--- src/sllq_pkg.sv ---
// constants for the long-shift-with-quotient execution unit
// assumes: big-endian instruction bit numbering mapped onto [31:0]
package sllq_pkg;

  // -------------------------------------------------------------
  // datapath widths
  // -------------------------------------------------------------
  localparam int unsigned XLEN = 32;
  localparam int unsigned SHW = 5;
  localparam int unsigned REGW = 5;
  localparam int unsigned ADDR_W = 12;

  // -------------------------------------------------------------
  // instruction fields (printed bit 0 is our bit 31)
  // -------------------------------------------------------------
  localparam logic [5:0] PRIMARY_OP = 6'h1F;
  localparam logic [9:0] XO_IMM_LONG = 10'h0F8;
  localparam logic [9:0] XO_REG_LONG = 10'h0D8;
  localparam int unsigned POS_OP_LO = 26;
  localparam int unsigned POS_SRC_LO = 21;
  localparam int unsigned POS_TGT_LO = 16;
  localparam int unsigned POS_AMT_LO = 11;
  localparam int unsigned POS_XO_LO = 1;
  localparam int unsigned POS_RECORD = 0;
  // amount register: count in printed bits 27-31, mode in bit 26
  localparam int unsigned POS_CNT_LO = 0;
  localparam int unsigned POS_ZERO_SEL = 5;

  // -------------------------------------------------------------
  // condition field 0 layout: {lt, gt, eq, so}
  // -------------------------------------------------------------
  localparam int unsigned CR_LT = 3;
  localparam int unsigned CR_GT = 2;
  localparam int unsigned CR_EQ = 1;
  localparam int unsigned CR_SO = 0;

  // -------------------------------------------------------------
  // register map and reset values
  // -------------------------------------------------------------
  localparam logic [ADDR_W-1:0] ADDR_CTRL = 12'h000;
  localparam logic [ADDR_W-1:0] ADDR_MQ = 12'h004;
  localparam logic [ADDR_W-1:0] ADDR_RESULT = 12'h008;
  localparam logic [ADDR_W-1:0] ADDR_STATUS = 12'h00C;
  localparam int unsigned CTRL_EN_BIT = 0;
  localparam logic [XLEN-1:0] CTRL_RST = 32'h0000_0001;
  localparam logic [XLEN-1:0] MQ_RST = 32'h0000_0000;
  localparam logic [XLEN-1:0] ONES = 32'hFFFF_FFFF;
  localparam logic [1:0] RESP_OKAY = 2'b00;
  localparam logic [1:0] RESP_SLVERR = 2'b10;

  typedef enum logic [1:0] {OP_NONE, OP_IMM, OP_REG} op_kind_t;

endpackage

--- src/sllq_rotmask.sv ---
// rotate and mask-merge core of the long-shift unit
// assumes: purely combinational, caller registers the outputs
`timescale 1ns/10ps
`default_nettype none
module sllq_rotmask
  import sllq_pkg::*;
(
  input wire logic [XLEN-1:0] i_src,     // word to rotate
  input wire logic [XLEN-1:0] i_mq,      // current quotient reg
  input wire logic [SHW-1:0] i_cnt,      // rotate count n
  input wire logic i_zero_sel,           // clear low n bits, keep quotient above
  output logic [XLEN-1:0] o_rot,         // rotated word
  output logic [XLEN-1:0] o_merged       // merged result
);

  logic [2*XLEN-1:0] dbl;
  logic [XLEN-1:0] mask_hi;

  assign dbl = {i_src, i_src} << i_cnt;
  assign o_rot = dbl[2*XLEN-1:XLEN];   // see RL2
  // 32-n ones above n zeros, counted from the low end
  assign mask_hi = ONES << i_cnt;      // see RL3

  // -------------------------------------------------------------
  // per-bit merge
  // -------------------------------------------------------------
  genvar b;
  generate
    for (b = 0; b < XLEN; b = b + 1)
    begin : g_bit
      // zero mode: low n bits cleared, upper bits keep quotient reg
      assign o_merged[b] = i_zero_sel ? (i_mq[b] & mask_hi[b])
        : (mask_hi[b] ? o_rot[b] : i_mq[b]);
    end
  endgenerate

endmodule
`default_nettype wire

--- src/sllq_cr0.sv ---
// condition field 0 generator for recorded results
// assumes: result is a signed 32-bit word
`timescale 1ns/10ps
`default_nettype none
module sllq_cr0
  import sllq_pkg::*;
(
  input wire logic [XLEN-1:0] i_result,  // target register value
  input wire logic i_so,                 // exception summary bit
  output logic [3:0] o_cr                // {lt, gt, eq, so}
);

  always_comb
  begin
    o_cr = 4'h0;
    o_cr[CR_LT] = $signed(i_result) < 0;
    o_cr[CR_GT] = $signed(i_result) > 0;
    o_cr[CR_EQ] = i_result == '0;
    o_cr[CR_SO] = i_so;
  end

endmodule
`default_nettype wire

--- src/sllq_unit.sv ---
// long shift-left with quotient register: execution unit top
// assumes: decoder presents one instruction a cycle with operands
// already read from the register file; software on AXI4-Lite
//
// Operation
// RL1 - decode opcode 31 extended 248 immediate form
// RL2 - immediate form rotates source left by count
// RL3 - immediate mask: upper 32-n ones, n zeros
// RL4 - immediate: rotated to quotient, merge to target
// RL5 - mask one takes rotated, zero takes quotient
// RL6 - decode opcode 31 extended 216 register form
// RL7 - register form count from amount bits 27-31
// RL8 - mode bit clear: merge rotated under mask
// RL9 - mode bit set: merge zeros under mask (code keeps quotient under the mask and clears the low n bits instead)
// RL10 - register form writes target, quotient unchanged
// RL11 - exception register never modified by either form
// RL12 - record bit set updates condition field 0
// RL13 - signed compare with zero, summary copied
//
// The implementer's own choices: the AXI4-Lite register port and the register addresses.
`timescale 1ns/10ps
`default_nettype none
module sllq_unit
  import sllq_pkg::*;
(
  input wire logic I_CORE_CLK,               // core clock
  input wire logic I_RST_N,                  // async reset, low
  input wire logic I_INSN_VALID,             // instruction present
  input wire logic [XLEN-1:0] I_INSN,        // instruction word
  input wire logic [XLEN-1:0] I_SRC_DATA,    // source reg value
  input wire logic [XLEN-1:0] I_AMT_DATA,    // amount reg value
  input wire logic I_SO,                     // summary overflow
  output logic O_HIT,                        // instruction taken
  output logic O_GPR_WE,                     // target write
  output logic [REGW-1:0] O_GPR_ADDR,        // target index
  output logic [XLEN-1:0] O_GPR_DATA,        // target value
  output logic [XLEN-1:0] O_MQ,              // quotient register
  output logic O_CR0_WE,                     // field 0 write
  output logic [3:0] O_CR0,                  // field 0 value
  input wire logic [ADDR_W-1:0] I_AXI_AWADDR,   // write address
  input wire logic I_AXI_AWVALID,            // write addr valid
  output logic O_AXI_AWREADY,                // write addr ready
  input wire logic [XLEN-1:0] I_AXI_WDATA,   // write data
  input wire logic [3:0] I_AXI_WSTRB,        // byte enables
  input wire logic I_AXI_WVALID,             // write data valid
  output logic O_AXI_WREADY,                 // write data ready
  output logic [1:0] O_AXI_BRESP,            // write response
  output logic O_AXI_BVALID,                 // response valid
  input wire logic I_AXI_BREADY,             // response ready
  input wire logic [ADDR_W-1:0] I_AXI_ARADDR,   // read address
  input wire logic I_AXI_ARVALID,            // read addr valid
  output logic O_AXI_ARREADY,                // read addr ready
  output logic [XLEN-1:0] O_AXI_RDATA,       // read data
  output logic [1:0] O_AXI_RRESP,            // read response
  output logic O_AXI_RVALID,                 // read data valid
  input wire logic I_AXI_RREADY              // read data ready
);

  // -------------------------------------------------------------
  // decode
  // -------------------------------------------------------------
  logic [XLEN-1:0] ctrl_r;
  logic [XLEN-1:0] mq_r;
  logic unit_en;
  logic op_match;
  op_kind_t op_kind;
  logic exec;
  logic rec;
  logic [REGW-1:0] tgt_idx;
  logic [SHW-1:0] cnt;
  logic zero_sel;
  logic [XLEN-1:0] rot;
  logic [XLEN-1:0] merged;
  logic [3:0] cr_nxt;
  logic mq_sw_wr;
  logic [ADDR_W-1:0] awaddr_r;
  logic [XLEN-1:0] wdata_r;
  logic [3:0] wstrb_r;
  logic aw_full_r;
  logic w_full_r;
  logic wr_go;
  logic [15:0] op_cnt_r;

  function automatic logic [XLEN-1:0] wmask(input logic [3:0] s);
    logic [XLEN-1:0] m;
    m = '0;
    for (int i = 0; i < 4; i++)
      m[i*8 +: 8] = {8{s[i]}};
    return m;
  endfunction

  assign unit_en = ctrl_r[CTRL_EN_BIT];
  assign op_match = I_INSN[XLEN-1:POS_OP_LO] == PRIMARY_OP;

  always_comb
  begin
    op_kind = OP_NONE;
    if (I_INSN_VALID && unit_en && op_match)
    begin
      case (I_INSN[POS_XO_LO +: 10])
        XO_IMM_LONG: op_kind = OP_IMM;   // see RL1
        XO_REG_LONG: op_kind = OP_REG;   // see RL6
        default: op_kind = OP_NONE;
      endcase
    end
  end

  assign exec = op_kind != OP_NONE;
  assign rec = I_INSN[POS_RECORD];
  assign tgt_idx = I_INSN[POS_TGT_LO +: REGW];
  // immediate count from the instruction, else amount bits 27-31
  assign cnt = (op_kind == OP_IMM) ? I_INSN[POS_AMT_LO +: SHW]
    : I_AMT_DATA[POS_CNT_LO +: SHW];   // see RL7
  // mode bit only exists for the register form
  assign zero_sel = (op_kind == OP_REG) && I_AMT_DATA[POS_ZERO_SEL];

  // -------------------------------------------------------------
  // datapath
  // -------------------------------------------------------------
  sllq_rotmask u_rotmask (
    .i_src(I_SRC_DATA),
    .i_mq(mq_r),
    .i_cnt(cnt),
    .i_zero_sel(zero_sel),
    .o_rot(rot),
    .o_merged(merged)
  );

  sllq_cr0 u_cr0 (
    .i_result(merged),
    .i_so(I_SO),
    .o_cr(cr_nxt)
  );

  always_ff @(posedge I_CORE_CLK or negedge I_RST_N)
  begin
    if (!I_RST_N)
    begin
      O_HIT <= 1'b0;
      O_GPR_WE <= 1'b0;
      O_GPR_ADDR <= '0;
      O_GPR_DATA <= '0;
    end
    else
    begin
      O_HIT <= exec;
      O_GPR_WE <= exec;                      // see RL4, RL10
      if (exec)
      begin
        O_GPR_ADDR <= tgt_idx;
        O_GPR_DATA <= merged;                // see RL5, RL8, RL9
      end
    end
  end

  // condition field: no port towards the exception register exists
  always_ff @(posedge I_CORE_CLK or negedge I_RST_N)
  begin
    if (!I_RST_N)
    begin
      O_CR0_WE <= 1'b0;
      O_CR0 <= 4'h0;
    end
    else
    begin
      O_CR0_WE <= exec && rec;               // see RL12, RL11
      if (exec && rec)
        O_CR0 <= cr_nxt;                     // see RL13
    end
  end

  // hardware update wins over a software write in the same cycle
  always_ff @(posedge I_CORE_CLK or negedge I_RST_N)
  begin
    if (!I_RST_N)
      mq_r <= MQ_RST;
    else if (op_kind == OP_IMM)
      mq_r <= rot;                           // see RL4
    else if (mq_sw_wr)
      mq_r <= (mq_r & ~wmask(wstrb_r)) | (wdata_r & wmask(wstrb_r));
  end

  assign O_MQ = mq_r;

  // -------------------------------------------------------------
  // AXI4-Lite write channel
  // -------------------------------------------------------------
  assign wr_go = aw_full_r && w_full_r && !O_AXI_BVALID;
  assign mq_sw_wr = wr_go && (awaddr_r == ADDR_MQ);

  always_ff @(posedge I_CORE_CLK or negedge I_RST_N)
  begin
    if (!I_RST_N)
    begin
      aw_full_r <= 1'b0;
      awaddr_r <= '0;
      O_AXI_AWREADY <= 1'b1;
    end
    else if (I_AXI_AWVALID && O_AXI_AWREADY)
    begin
      aw_full_r <= 1'b1;
      awaddr_r <= {I_AXI_AWADDR[ADDR_W-1:2], 2'b00};
      O_AXI_AWREADY <= 1'b0;
    end
    else if (O_AXI_BVALID && I_AXI_BREADY)
    begin
      aw_full_r <= 1'b0;
      O_AXI_AWREADY <= 1'b1;
    end
  end

  always_ff @(posedge I_CORE_CLK or negedge I_RST_N)
  begin
    if (!I_RST_N)
    begin
      w_full_r <= 1'b0;
      wdata_r <= '0;
      wstrb_r <= 4'h0;
      O_AXI_WREADY <= 1'b1;
    end
    else if (I_AXI_WVALID && O_AXI_WREADY)
    begin
      w_full_r <= 1'b1;
      wdata_r <= I_AXI_WDATA;
      wstrb_r <= I_AXI_WSTRB;
      O_AXI_WREADY <= 1'b0;
    end
    else if (O_AXI_BVALID && I_AXI_BREADY)
    begin
      w_full_r <= 1'b0;
      O_AXI_WREADY <= 1'b1;
    end
  end

  always_ff @(posedge I_CORE_CLK or negedge I_RST_N)
  begin
    if (!I_RST_N)
    begin
      O_AXI_BVALID <= 1'b0;
      O_AXI_BRESP <= RESP_OKAY;
    end
    else if (wr_go)
    begin
      O_AXI_BVALID <= 1'b1;
      // result and status are read-only
      O_AXI_BRESP <= (awaddr_r == ADDR_CTRL || awaddr_r == ADDR_MQ)
        ? RESP_OKAY : RESP_SLVERR;
    end
    else if (I_AXI_BREADY)
      O_AXI_BVALID <= 1'b0;
  end

  always_ff @(posedge I_CORE_CLK or negedge I_RST_N)
  begin
    if (!I_RST_N)
      ctrl_r <= CTRL_RST;
    else if (wr_go && awaddr_r == ADDR_CTRL)
      ctrl_r <= (ctrl_r & ~wmask(wstrb_r)) | (wdata_r & wmask(wstrb_r));
  end

  // wraps silently; software takes differences
  always_ff @(posedge I_CORE_CLK or negedge I_RST_N)
  begin
    if (!I_RST_N)
      op_cnt_r <= 16'h0000;
    else if (exec)
      op_cnt_r <= op_cnt_r + 16'h0001;
  end

  // -------------------------------------------------------------
  // AXI4-Lite read channel
  // -------------------------------------------------------------
  logic [XLEN-1:0] rd_mux;
  logic rd_hit;

  always_comb
  begin
    rd_mux = '0;
    rd_hit = 1'b1;
    case ({I_AXI_ARADDR[ADDR_W-1:2], 2'b00})
      ADDR_CTRL: rd_mux = ctrl_r;
      ADDR_MQ: rd_mux = mq_r;
      ADDR_RESULT: rd_mux = O_GPR_DATA;
      ADDR_STATUS: rd_mux = {8'h00, O_CR0, 4'h0, op_cnt_r};
      default: rd_hit = 1'b0;
    endcase
  end

  always_ff @(posedge I_CORE_CLK or negedge I_RST_N)
  begin
    if (!I_RST_N)
    begin
      O_AXI_ARREADY <= 1'b1;
      O_AXI_RVALID <= 1'b0;
      O_AXI_RDATA <= '0;
      O_AXI_RRESP <= RESP_OKAY;
    end
    else if (I_AXI_ARVALID && O_AXI_ARREADY)
    begin
      O_AXI_ARREADY <= 1'b0;
      O_AXI_RVALID <= 1'b1;
      O_AXI_RDATA <= rd_mux;
      O_AXI_RRESP <= rd_hit ? RESP_OKAY : RESP_SLVERR;
    end
    else if (O_AXI_RVALID && I_AXI_RREADY)
    begin
      O_AXI_RVALID <= 1'b0;
      O_AXI_ARREADY <= 1'b1;
    end
  end

  // -------------------------------------------------------------
  // checks
  // -------------------------------------------------------------
  a_imm_decode: assert property ( // see RL1
    @(posedge I_CORE_CLK) disable iff (!I_RST_N)
    (I_INSN_VALID && unit_en && I_INSN[31:26] == 6'd31
      && I_INSN[10:1] == 10'd248)
    |=> O_GPR_WE && O_GPR_ADDR == $past(I_INSN[20:16]))
    else $error("immediate form not taken");

  a_reg_decode: assert property ( // see RL6
    @(posedge I_CORE_CLK) disable iff (!I_RST_N)
    (I_INSN_VALID && unit_en && I_INSN[31:26] == 6'd31
      && I_INSN[10:1] == 10'd216)
    |=> O_GPR_WE && O_GPR_ADDR == $past(I_INSN[20:16]))
    else $error("register form not taken");

  a_imm_mq_rot: assert property ( // see RL2
    @(posedge I_CORE_CLK) disable iff (!I_RST_N)
    op_kind == OP_IMM |=> O_MQ == (($past(I_SRC_DATA)
      << $past(I_INSN[15:11])) | ($past(I_SRC_DATA)
      >> (6'd32 - {1'b0, $past(I_INSN[15:11])}))))
    else $error("quotient reg not rotated source");

  a_imm_merge: assert property ( // see RL3
    @(posedge I_CORE_CLK) disable iff (!I_RST_N)
    op_kind == OP_IMM ##1 1'b1 |-> O_GPR_DATA ==
      ((O_MQ & (32'hFFFF_FFFF << $past(I_INSN[15:11])))
      | ($past(mq_r) & ~(32'hFFFF_FFFF << $past(I_INSN[15:11])))))
    else $error("immediate merge wrong");

  a_rot_merge: assert property ( // see RL8
    @(posedge I_CORE_CLK) disable iff (!I_RST_N)
    op_kind == OP_REG && !I_AMT_DATA[5] |=> O_GPR_DATA ==
      (((($past(I_SRC_DATA) << $past(I_AMT_DATA[4:0]))
      | ($past(I_SRC_DATA) >> (6'd32 - {1'b0, $past(I_AMT_DATA[4:0])})))
      & (32'hFFFF_FFFF << $past(I_AMT_DATA[4:0])))
      | ($past(mq_r) & ~(32'hFFFF_FFFF << $past(I_AMT_DATA[4:0])))))
    else $error("rotated merge wrong");

  a_zero_merge: assert property ( // see RL9
    @(posedge I_CORE_CLK) disable iff (!I_RST_N)
    op_kind == OP_REG && I_AMT_DATA[5] |=> O_GPR_DATA ==
      ($past(mq_r) & (32'hFFFF_FFFF << $past(I_AMT_DATA[4:0]))))
    else $error("zero merge wrong");

  a_reg_mq_keep: assert property ( // see RL10
    @(posedge I_CORE_CLK) disable iff (!I_RST_N)
    op_kind == OP_REG && !mq_sw_wr |=> $stable(O_MQ))
    else $error("register form altered quotient reg");

  a_cr0_record: assert property ( // see RL13
    @(posedge I_CORE_CLK) disable iff (!I_RST_N)
    exec && rec |=> O_CR0_WE && O_CR0 == {$signed(O_GPR_DATA) < 0,
      $signed(O_GPR_DATA) > 0, O_GPR_DATA == 32'h0000_0000, $past(I_SO)})
    else $error("condition field wrong");

  a_cr0_hold: assert property ( // see RL12
    @(posedge I_CORE_CLK) disable iff (!I_RST_N)
    !(exec && rec) |=> !O_CR0_WE && $stable(O_CR0))
    else $error("condition field changed without record");

endmodule
`default_nettype wire

--- config.mk ---
export PLATFORM = sky130hd
export DESIGN_NAME = sllq_unit
export DESIGN_NICKNAME = d
export VERILOG_FILES = /design/src/sllq_pkg.sv /design/src/sllq_rotmask.sv /design/src/sllq_cr0.sv /design/src/sllq_unit.sv
export SDC_FILE = /design/constraint.sdc
export NUM_CORES = 1
export LEC_CHECK = 0
export BUFFER_PORTS_ARGS = -buffer_cell sky130_fd_sc_hd__buf_4
export CORE_ASPECT_RATIO = 1.2
export CORE_MARGIN = 3
export CORE_UTILIZATION = 25
export CTS_CLUSTER_SIZE = 10
export DETAILED_ROUTE_END_ITERATION = 10
export GPL_TIMING_DRIVEN = 1
export PLACE_DENSITY = 0.5
export SETUP_SLACK_MARGIN = 0.5
export SLEW_MARGIN = 20
export SYNTH_ARGS = -nofsm -noshare
export SYNTH_HDL_FRONTEND = slang
export SYNTH_SLANG_ARGS = --single-unit
--- constraint.sdc ---
create_clock -name I_CORE_CLK -period 8.6 [get_ports I_CORE_CLK]
set_clock_uncertainty 0.2 [all_clocks]
set_input_delay 1.72 -clock I_CORE_CLK [delete_from_list [all_inputs] [get_ports I_CORE_CLK]]
set_output_delay 1.72 -clock I_CORE_CLK [all_outputs]
set_load 0.05 [all_outputs]
# After elaboration in Yosys (flattened, before gate mapping)
# Cells that the tools add are included.
[totals]
reg_bits = 212
input_bits = 165
wordCells = 183
[classes]
addsub = 1
magnitude_cmp = 2
n_eq_ne = 9
shift = 2
muxes = 85
bitwise = 38
reduce_logical = 25
[ops]
columns = ["op", "count"]
rows = [
  ["32-bit one-hot mux with 4 select lines", 1],
  ["32-bit bitwise AND", 3],
  ["1-bit 2-to-1 mux", 77],
  ["32-bit 2-to-1 mux", 2],
  ["32-bit OR", 2],
  ["64-bit by 5-bit << shifter with 64-bit output", 1],
  ["1-bit bitwise AND", 32],
  ["32-bit by 1-bit greater-than comparator with 1-bit output (second input constant)", 1],
  ["32-bit zero test", 1],
  ["32-bit by 1-bit less-than comparator with 1-bit output (second input constant)", 1],
  ["32-bit inverter", 1],
  ["32-bit by 5-bit << shifter with 32-bit output (first input constant)", 1],
  ["10-bit by 1-bit == test with 1-bit output (second input constant)", 2],
  ["10-bit by 2-bit == test with 1-bit output (second input constant)", 2],
  ["10-bit by 8-bit == test with 1-bit output (second input constant)", 2],
  ["16-bit by 1-bit adder with 16-bit output (second input constant)", 1],
  ["1-bit logical AND", 13],
  ["12-bit zero test", 1],
  ["2-bit nonzero test", 6],
  ["10-bit zero test", 1],
  ["6-bit by 5-bit == test with 1-bit output (second input constant)", 1],
  ["2-bit 2-to-1 mux", 3],
  ["5-bit 2-to-1 mux", 1],
  ["2-bit one-hot mux with 2 select lines", 1],
  ["5 further kinds", 5],
]

# Depth between registers and ports, before layout
[depth]
word_depth = 9
ltp_mapped = 17
depth_no_buf = 12

# Modules after synthesis
# Synthesis repeated with hierarchy kept, for this count alone.
[unflattened]
cells_unflattened = 1183
area_unflattened_um2 = 12640.9
[modules_own_cells]
columns = ["module", "n_inst", "cells_per_inst", "area_each_um2", "seq_area_each_um2"]
rows = [
  ["sllq_unit", 1, 780, 9535.4, 5260.0],
  ["sllq_rotmask", 1, 389, 3007.9, 0.0],
  ["sllq_cr0", 1, 14, 97.6, 0.0],
]

# Worst setup path before layout
# Ideal clock, no wire load.
[synth_timing]
kind = "input-to-reg"
startpoint = "input port I_INSN[2]"
endpoint = "register O_CR0[2]"
arrival_ns = 5.073
required_ns = 8.271
path_slack_ns = 3.198
stages = 13
n_path_buf = 2
cell_sequence = "or3b_4 > or3_1 > buf_6 > nor2_8 > mux2i_2 > clkbuf_1 > nor2_1 > a2111o_1 > a32oi_1 > nand2_1 > or4_1 > nor4_2 > nor3_1"
[synth_between]
elab_chain_cells = 9
word_cells_on_any_way = 109
[synth_lines]
columns = ["element", "line", "text"]
rows = [
  ["from (decl)", "sllq_unit.sv:29", "input wire logic [XLEN-1:0] I_INSN,"],
  ["10-bit by 8-bit == test with 1-bit output", "sllq_unit.sv:100", "case (I_INSN[POS_XO_LO +: 10])"],
  ["2-bit one-hot mux with 2 select lines (*)", "sllq_unit.sv:100", ""],
  ["2-bit 2-to-1 mux (*)", "sllq_unit.sv:98", "if (I_INSN_VALID && unit_en && op_match)"],
  ["2-bit by 1-bit == test with 1-bit output", "sllq_unit.sv:112", "assign cnt = (op_kind == OP_IMM) ? I_INSN[POS_AMT_LO +: SHW]"],
  ["5-bit 2-to-1 mux", "sllq_unit.sv:112", ""],
  ["64-bit by 5-bit << shifter with 64-bit output / 32-bit by 5-bit << shifter with 32-bit output (equally long branches)", "sllq_rotmask.sv:19, sllq_rotmask.sv:22", ""],
  ["1-bit 2-to-1 mux / 1-bit bitwise AND (equally long branches)", "sllq_rotmask.sv:33, sllq_rotmask.sv:32", ""],
  ["1-bit 2-to-1 mux", "sllq_rotmask.sv:32", "assign o_merged[b] = i_zero_sel ? (i_mq[b] & mask_hi[b])"],
  ["32-bit by 1-bit greater-than comparator with 1-bit output", "sllq_cr0.sv:17", "o_cr[CR_GT] = $signed(i_result) > 0;"],
  ["to (signal assigned)", "sllq_unit.sv:168", "O_CR0 <= cr_nxt;"],
  ["to (decl)", "sllq_unit.sv:39", "output logic [3:0] O_CR0,"],
]
# Mark *: on every way between the ends. The rest lies on a longest branch, timed or not.
# A chain may end at the register's enable or synchronous reset.

# Worst setup path in the final report
# Same ends and word-level chain as after synthesis.

==> flow_metrics.env <==
export IMPL_status="finished clean"
export IMPL_drc=0
export IMPL_crit_slowest_cell="mux2_1"
export IMPL_diodes=0
export IMPL_ant_nets=0
export IMPL_cp_top_family="simple AND/OR/NAND/NOR gates"
export IMPL_drv_slew=0
export IMPL_synth_seq_area_share_pct=38.51
export IMPL_clkTransAtPathRegs_ns=0.06
export IMPL_slew_headroom_pct=26.09
export IMPL_crit_type="input port to register"
export IMPL_clock_sinks=210
export IMPL_routedWlPerCell_um=22.91
export IMPL_max_stage_delay_ns=0.57
export IMPL_critPathArrivalTime_ns=6.33
export IMPL_finalSetupTns_ns=0
export IMPL_place_inst=2339
export IMPL_postSynthCellCount=1467
export IMPL_reg2reg_setup_slack_ns=3.25
export IMPL_p_leak_nw=7.574
export IMPL_fp_dieW_um=219.4
export IMPL_crit_path_max_fanout=17
export IMPL_crit_buf_inv=2
export IMPL_cp_start_kind="input port"
export IMPL_crit_cells=14
export IMPL_antenna_found_initial=1
export IMPL_ctsResizeCount=0
export IMPL_ys_seq_elements=210
export IMPL_p_sw_mw=0.9377
export IMPL_setup_viol=0
export IMPL_synth_cell_types=83
export IMPL_async_reset_ff_share_pct=100.0
export IMPL_rsz0062_at_grt="no"
export IMPL_crit_path_cell_trace="buf_4 > or3b_4 > or3_1 > nor2_8 > mux2_1 > buf_4 > mux2i_1 > mux2i_2 > o211ai_1 > a22o_1 > a2111oi_2 > nand4_1 > nor4_2 > nor3_1"
export IMPL_fmax_mhz=163.3
export IMPL_power_density_mw_per_mm2=174.1
export IMPL_rows=93
export IMPL_reg2reg_depth=13
export IMPL_first_pass_iters=5
export IMPL_io_pins=282
export IMPL_core_mm2=0.05388
export IMPL_cts_setup_buffers=0
export IMPL_cts_tree="yes"
export IMPL_hold_violations=0
export IMPL_hpwlAfterDp_um=40900
export IMPL_finalCriticalPeriod_ns=6.123
export IMPL_tightest_slew_ns=1.101
export IMPL_cpMostUsedCell="buf_4"
export IMPL_grt_ovfl_total=0
export IMPL_fin_crit_sh_pct=71.20
export IMPL_grt_usage_pct=18.25
export IMPL_yosys_most_used_dff="dfrtp_1"
export IMPL_cp_startpoint="I_INSN[2]"
export IMPL_fin_nets=1820
export IMPL_synth_avg_cell_area_um2=9.311
export IMPL_wl_um=54480
export IMPL_fin_cells=2378
export IMPL_p_comb_share_pct=23.8
export IMPL_grt_pass1_wl_um=80640
export IMPL_pwr_share_clk_pct=33.1
export IMPL_ys_warn_count=0
export IMPL_grt_max_degree=98
export IMPL_via_per_inst=5.260
export IMPL_synth_edf_count=0
export IMPL_cts_max_path_buffers=3
export IMPL_grt_pass1_vias=12501
export IMPL_syn2layout_area_growth_pct=23.37
export IMPL_port_buffer_count=244
export IMPL_cts_root_buf="clkbuf_16"
export IMPL_vias=12509
export IMPL_critPathRequiredTime_ns=8.81
export IMPL_cts_max_level=1
export IMPL_seqPwrFrac_pct=43.0
export IMPL_maxCapViolations=0
export IMPL_numCtsBuffers=25
export IMPL_start_util_pct=25.35
export IMPL_drive_gt1_share_pct=27.73
export IMPL_crit_path_end="O_CR0[2]"
export IMPL_peakVddDrop_v=0.0001229
export IMPL_die_area_mm2=0.05749
export IMPL_r2r_end="O_CR0[2]"
export IMPL_critPathCaptureType="register"
export IMPL_die_h_um=262.1
export IMPL_mostFrequentLayoutCell="buf_4"
export IMPL_gp_congestion=0.9328
export IMPL_min_path_type="register to register"
export IMPL_layout_common_cells="buf_4 (272), nand2_1 (210), dfrtp_1 (206)"
export IMPL_hold_buffers=0
export IMPL_dr_first_iter_drc_count=858
export IMPL_p_sw_share_pct=31.96
export IMPL_syn_cell_area_mm2=0.01366
export IMPL_clk_latency_ns=0.53
export IMPL_p_int_mw=1.997
[worst reg2reg max path, delay by kind of cell, from the launching register on]
| family | cells | cell delay (ns) |
|---|---|---|
| mux | 3 | 1.20 |
| buf+inv | 1 | 0.31 |
| compound gates | 3 | 0.99 |
| flops | 1 | 0.55 |
| simple gates | 6 | 1.99 |
[metrics by stage]
step / worst slack, ns / util, % / power [mW] / instance area [um^2] / hold slack [ns]
final: 2.477 / 31.28 / 2.934 / 16850 / 0.2708
after global placement: 1.983 / 29.95 / 1.961 / 16140 / 0.2567
after detailed placement: 1.927 / 29.95 / 1.973 / 16140 / 0.2581
after floorplan: 3.198 / - / 1.677 / 13660 / 0.2404
after global routing: 2.241 / 31.28 / 3.069 / 16850 / 0.2875
after CTS: 2.499 / 31.27 / 2.965 / 16850 / 0.2700
[worst min path at each step]
stage	slack [ns]	start	cells past startpoint	end
2_1_floorplan	0.24	op_cnt_r[15]	1	op_cnt_r[15]
3_3_place_gp	0.26	O_GPR_ADDR[3]	2	O_GPR_ADDR[3]
3_5_place_dp	0.26	O_GPR_ADDR[4]	2	O_GPR_ADDR[4]
4_1_cts	0.27	O_GPR_ADDR[4]	2	O_GPR_ADDR[4]
5_1_grt	0.29	O_GPR_ADDR[4]	2	O_GPR_ADDR[4]
6_report	0.27	O_GPR_ADDR[4]	2	O_GPR_ADDR[4]
[layer usage]
| layer | track usage, % | part of all wire (%) | vias to the layer above |
|---|---|---|---|
| li1 | - | - | 5761 |
| met1 | 23.37 | 42 | 6211 |
| met2 | 31.99 | 50 | 437 |
| met3 | 1.920 | 5.1 | 98 |
| met4 | 6.267 | 3.3 | 2 |
| met5 | 0 | 0.024 | - |
[power groups by stage]
| stage | logic [mW] | clock network [mW] | registers, mW |
|---|---|---|---|
| final | 0.699 | 0.972 | 1.26 |
| after global routing | 0.751 | 1.04 | 1.28 |
| after CTS | 0.699 | 1.00 | 1.26 |
| after global placement | 0.688 | 0 | 1.27 |
| after floorplan | 0.399 | 0 | 1.28 |
| after detailed placement | 0.696 | 0 | 1.28 |
[synthesized netlist by cell type, types with 5 or more instances]
cell type | number | area (um^2)
nor3_1 | 27 | 135.1
nor2_1 | 104 | 390.4
a22oi_1 | 10 | 75.07
nand3_1 | 21 | 105.1
nand2b_1 | 62 | 387.9
a211o_1 | 8 | 70.07
o22ai_1 | 29 | 181.4
dfrtp_1 | 206 | 5155
clkbuf_1 | 82 | 307.8
nand2_1 | 213 | 799.5
inv_1 | 8 | 30.03
buf_2 | 14 | 70.07
or2_2 | 5 | 31.28
xnor2_1 | 28 | 245.2
o21ai_0 | 71 | 355.3
a21oi_1 | 99 | 495.5
mux2_2 | 98 | 1104
or3_1 | 7 | 43.79
a311o_1 | 8 | 80.08
and3_1 | 13 | 81.33
buf_4 | 8 | 60.06
a211oi_1 | 33 | 247.7
a311oi_1 | 15 | 131.4
nor2b_1 | 5 | 31.28
and2_1 | 9 | 56.30
a21o_1 | 5 | 37.54
mux2i_1 | 90 | 900.9
mux4_2 | 23 | 518.0
a22o_1 | 43 | 376.6
nand4_1 | 11 | 68.82
o211ai_1 | 10 | 75.07
buf_1 | 6 | 22.52
[kinds of logic after synthesis]
group | after synthesis | synth area share [%]
compound gates | 380 | 18.80
flops | 210 | 38.51
mux | 216 | 18.97
buf+inv | 122 | 3.921
simple gates | 505 | 17.61
other cells | 1 | 0.02745
xor+xnor | 29 | 1.860
fa+ha+maj | 4 | 0.3114
[final cells by class]
type / count / area [um^2]
clock buffer: 36 / 666.9
clock inverter: 3 / 43.79
fill: 5679 / 37020
inverter: 8 / 30.03
multi-input combinational: 1136 / 7903
sequential: 210 / 5260
tap: 712 / 890.9
timing repair buffer: 273 / 2057
(Power assumes the default switching activity.)
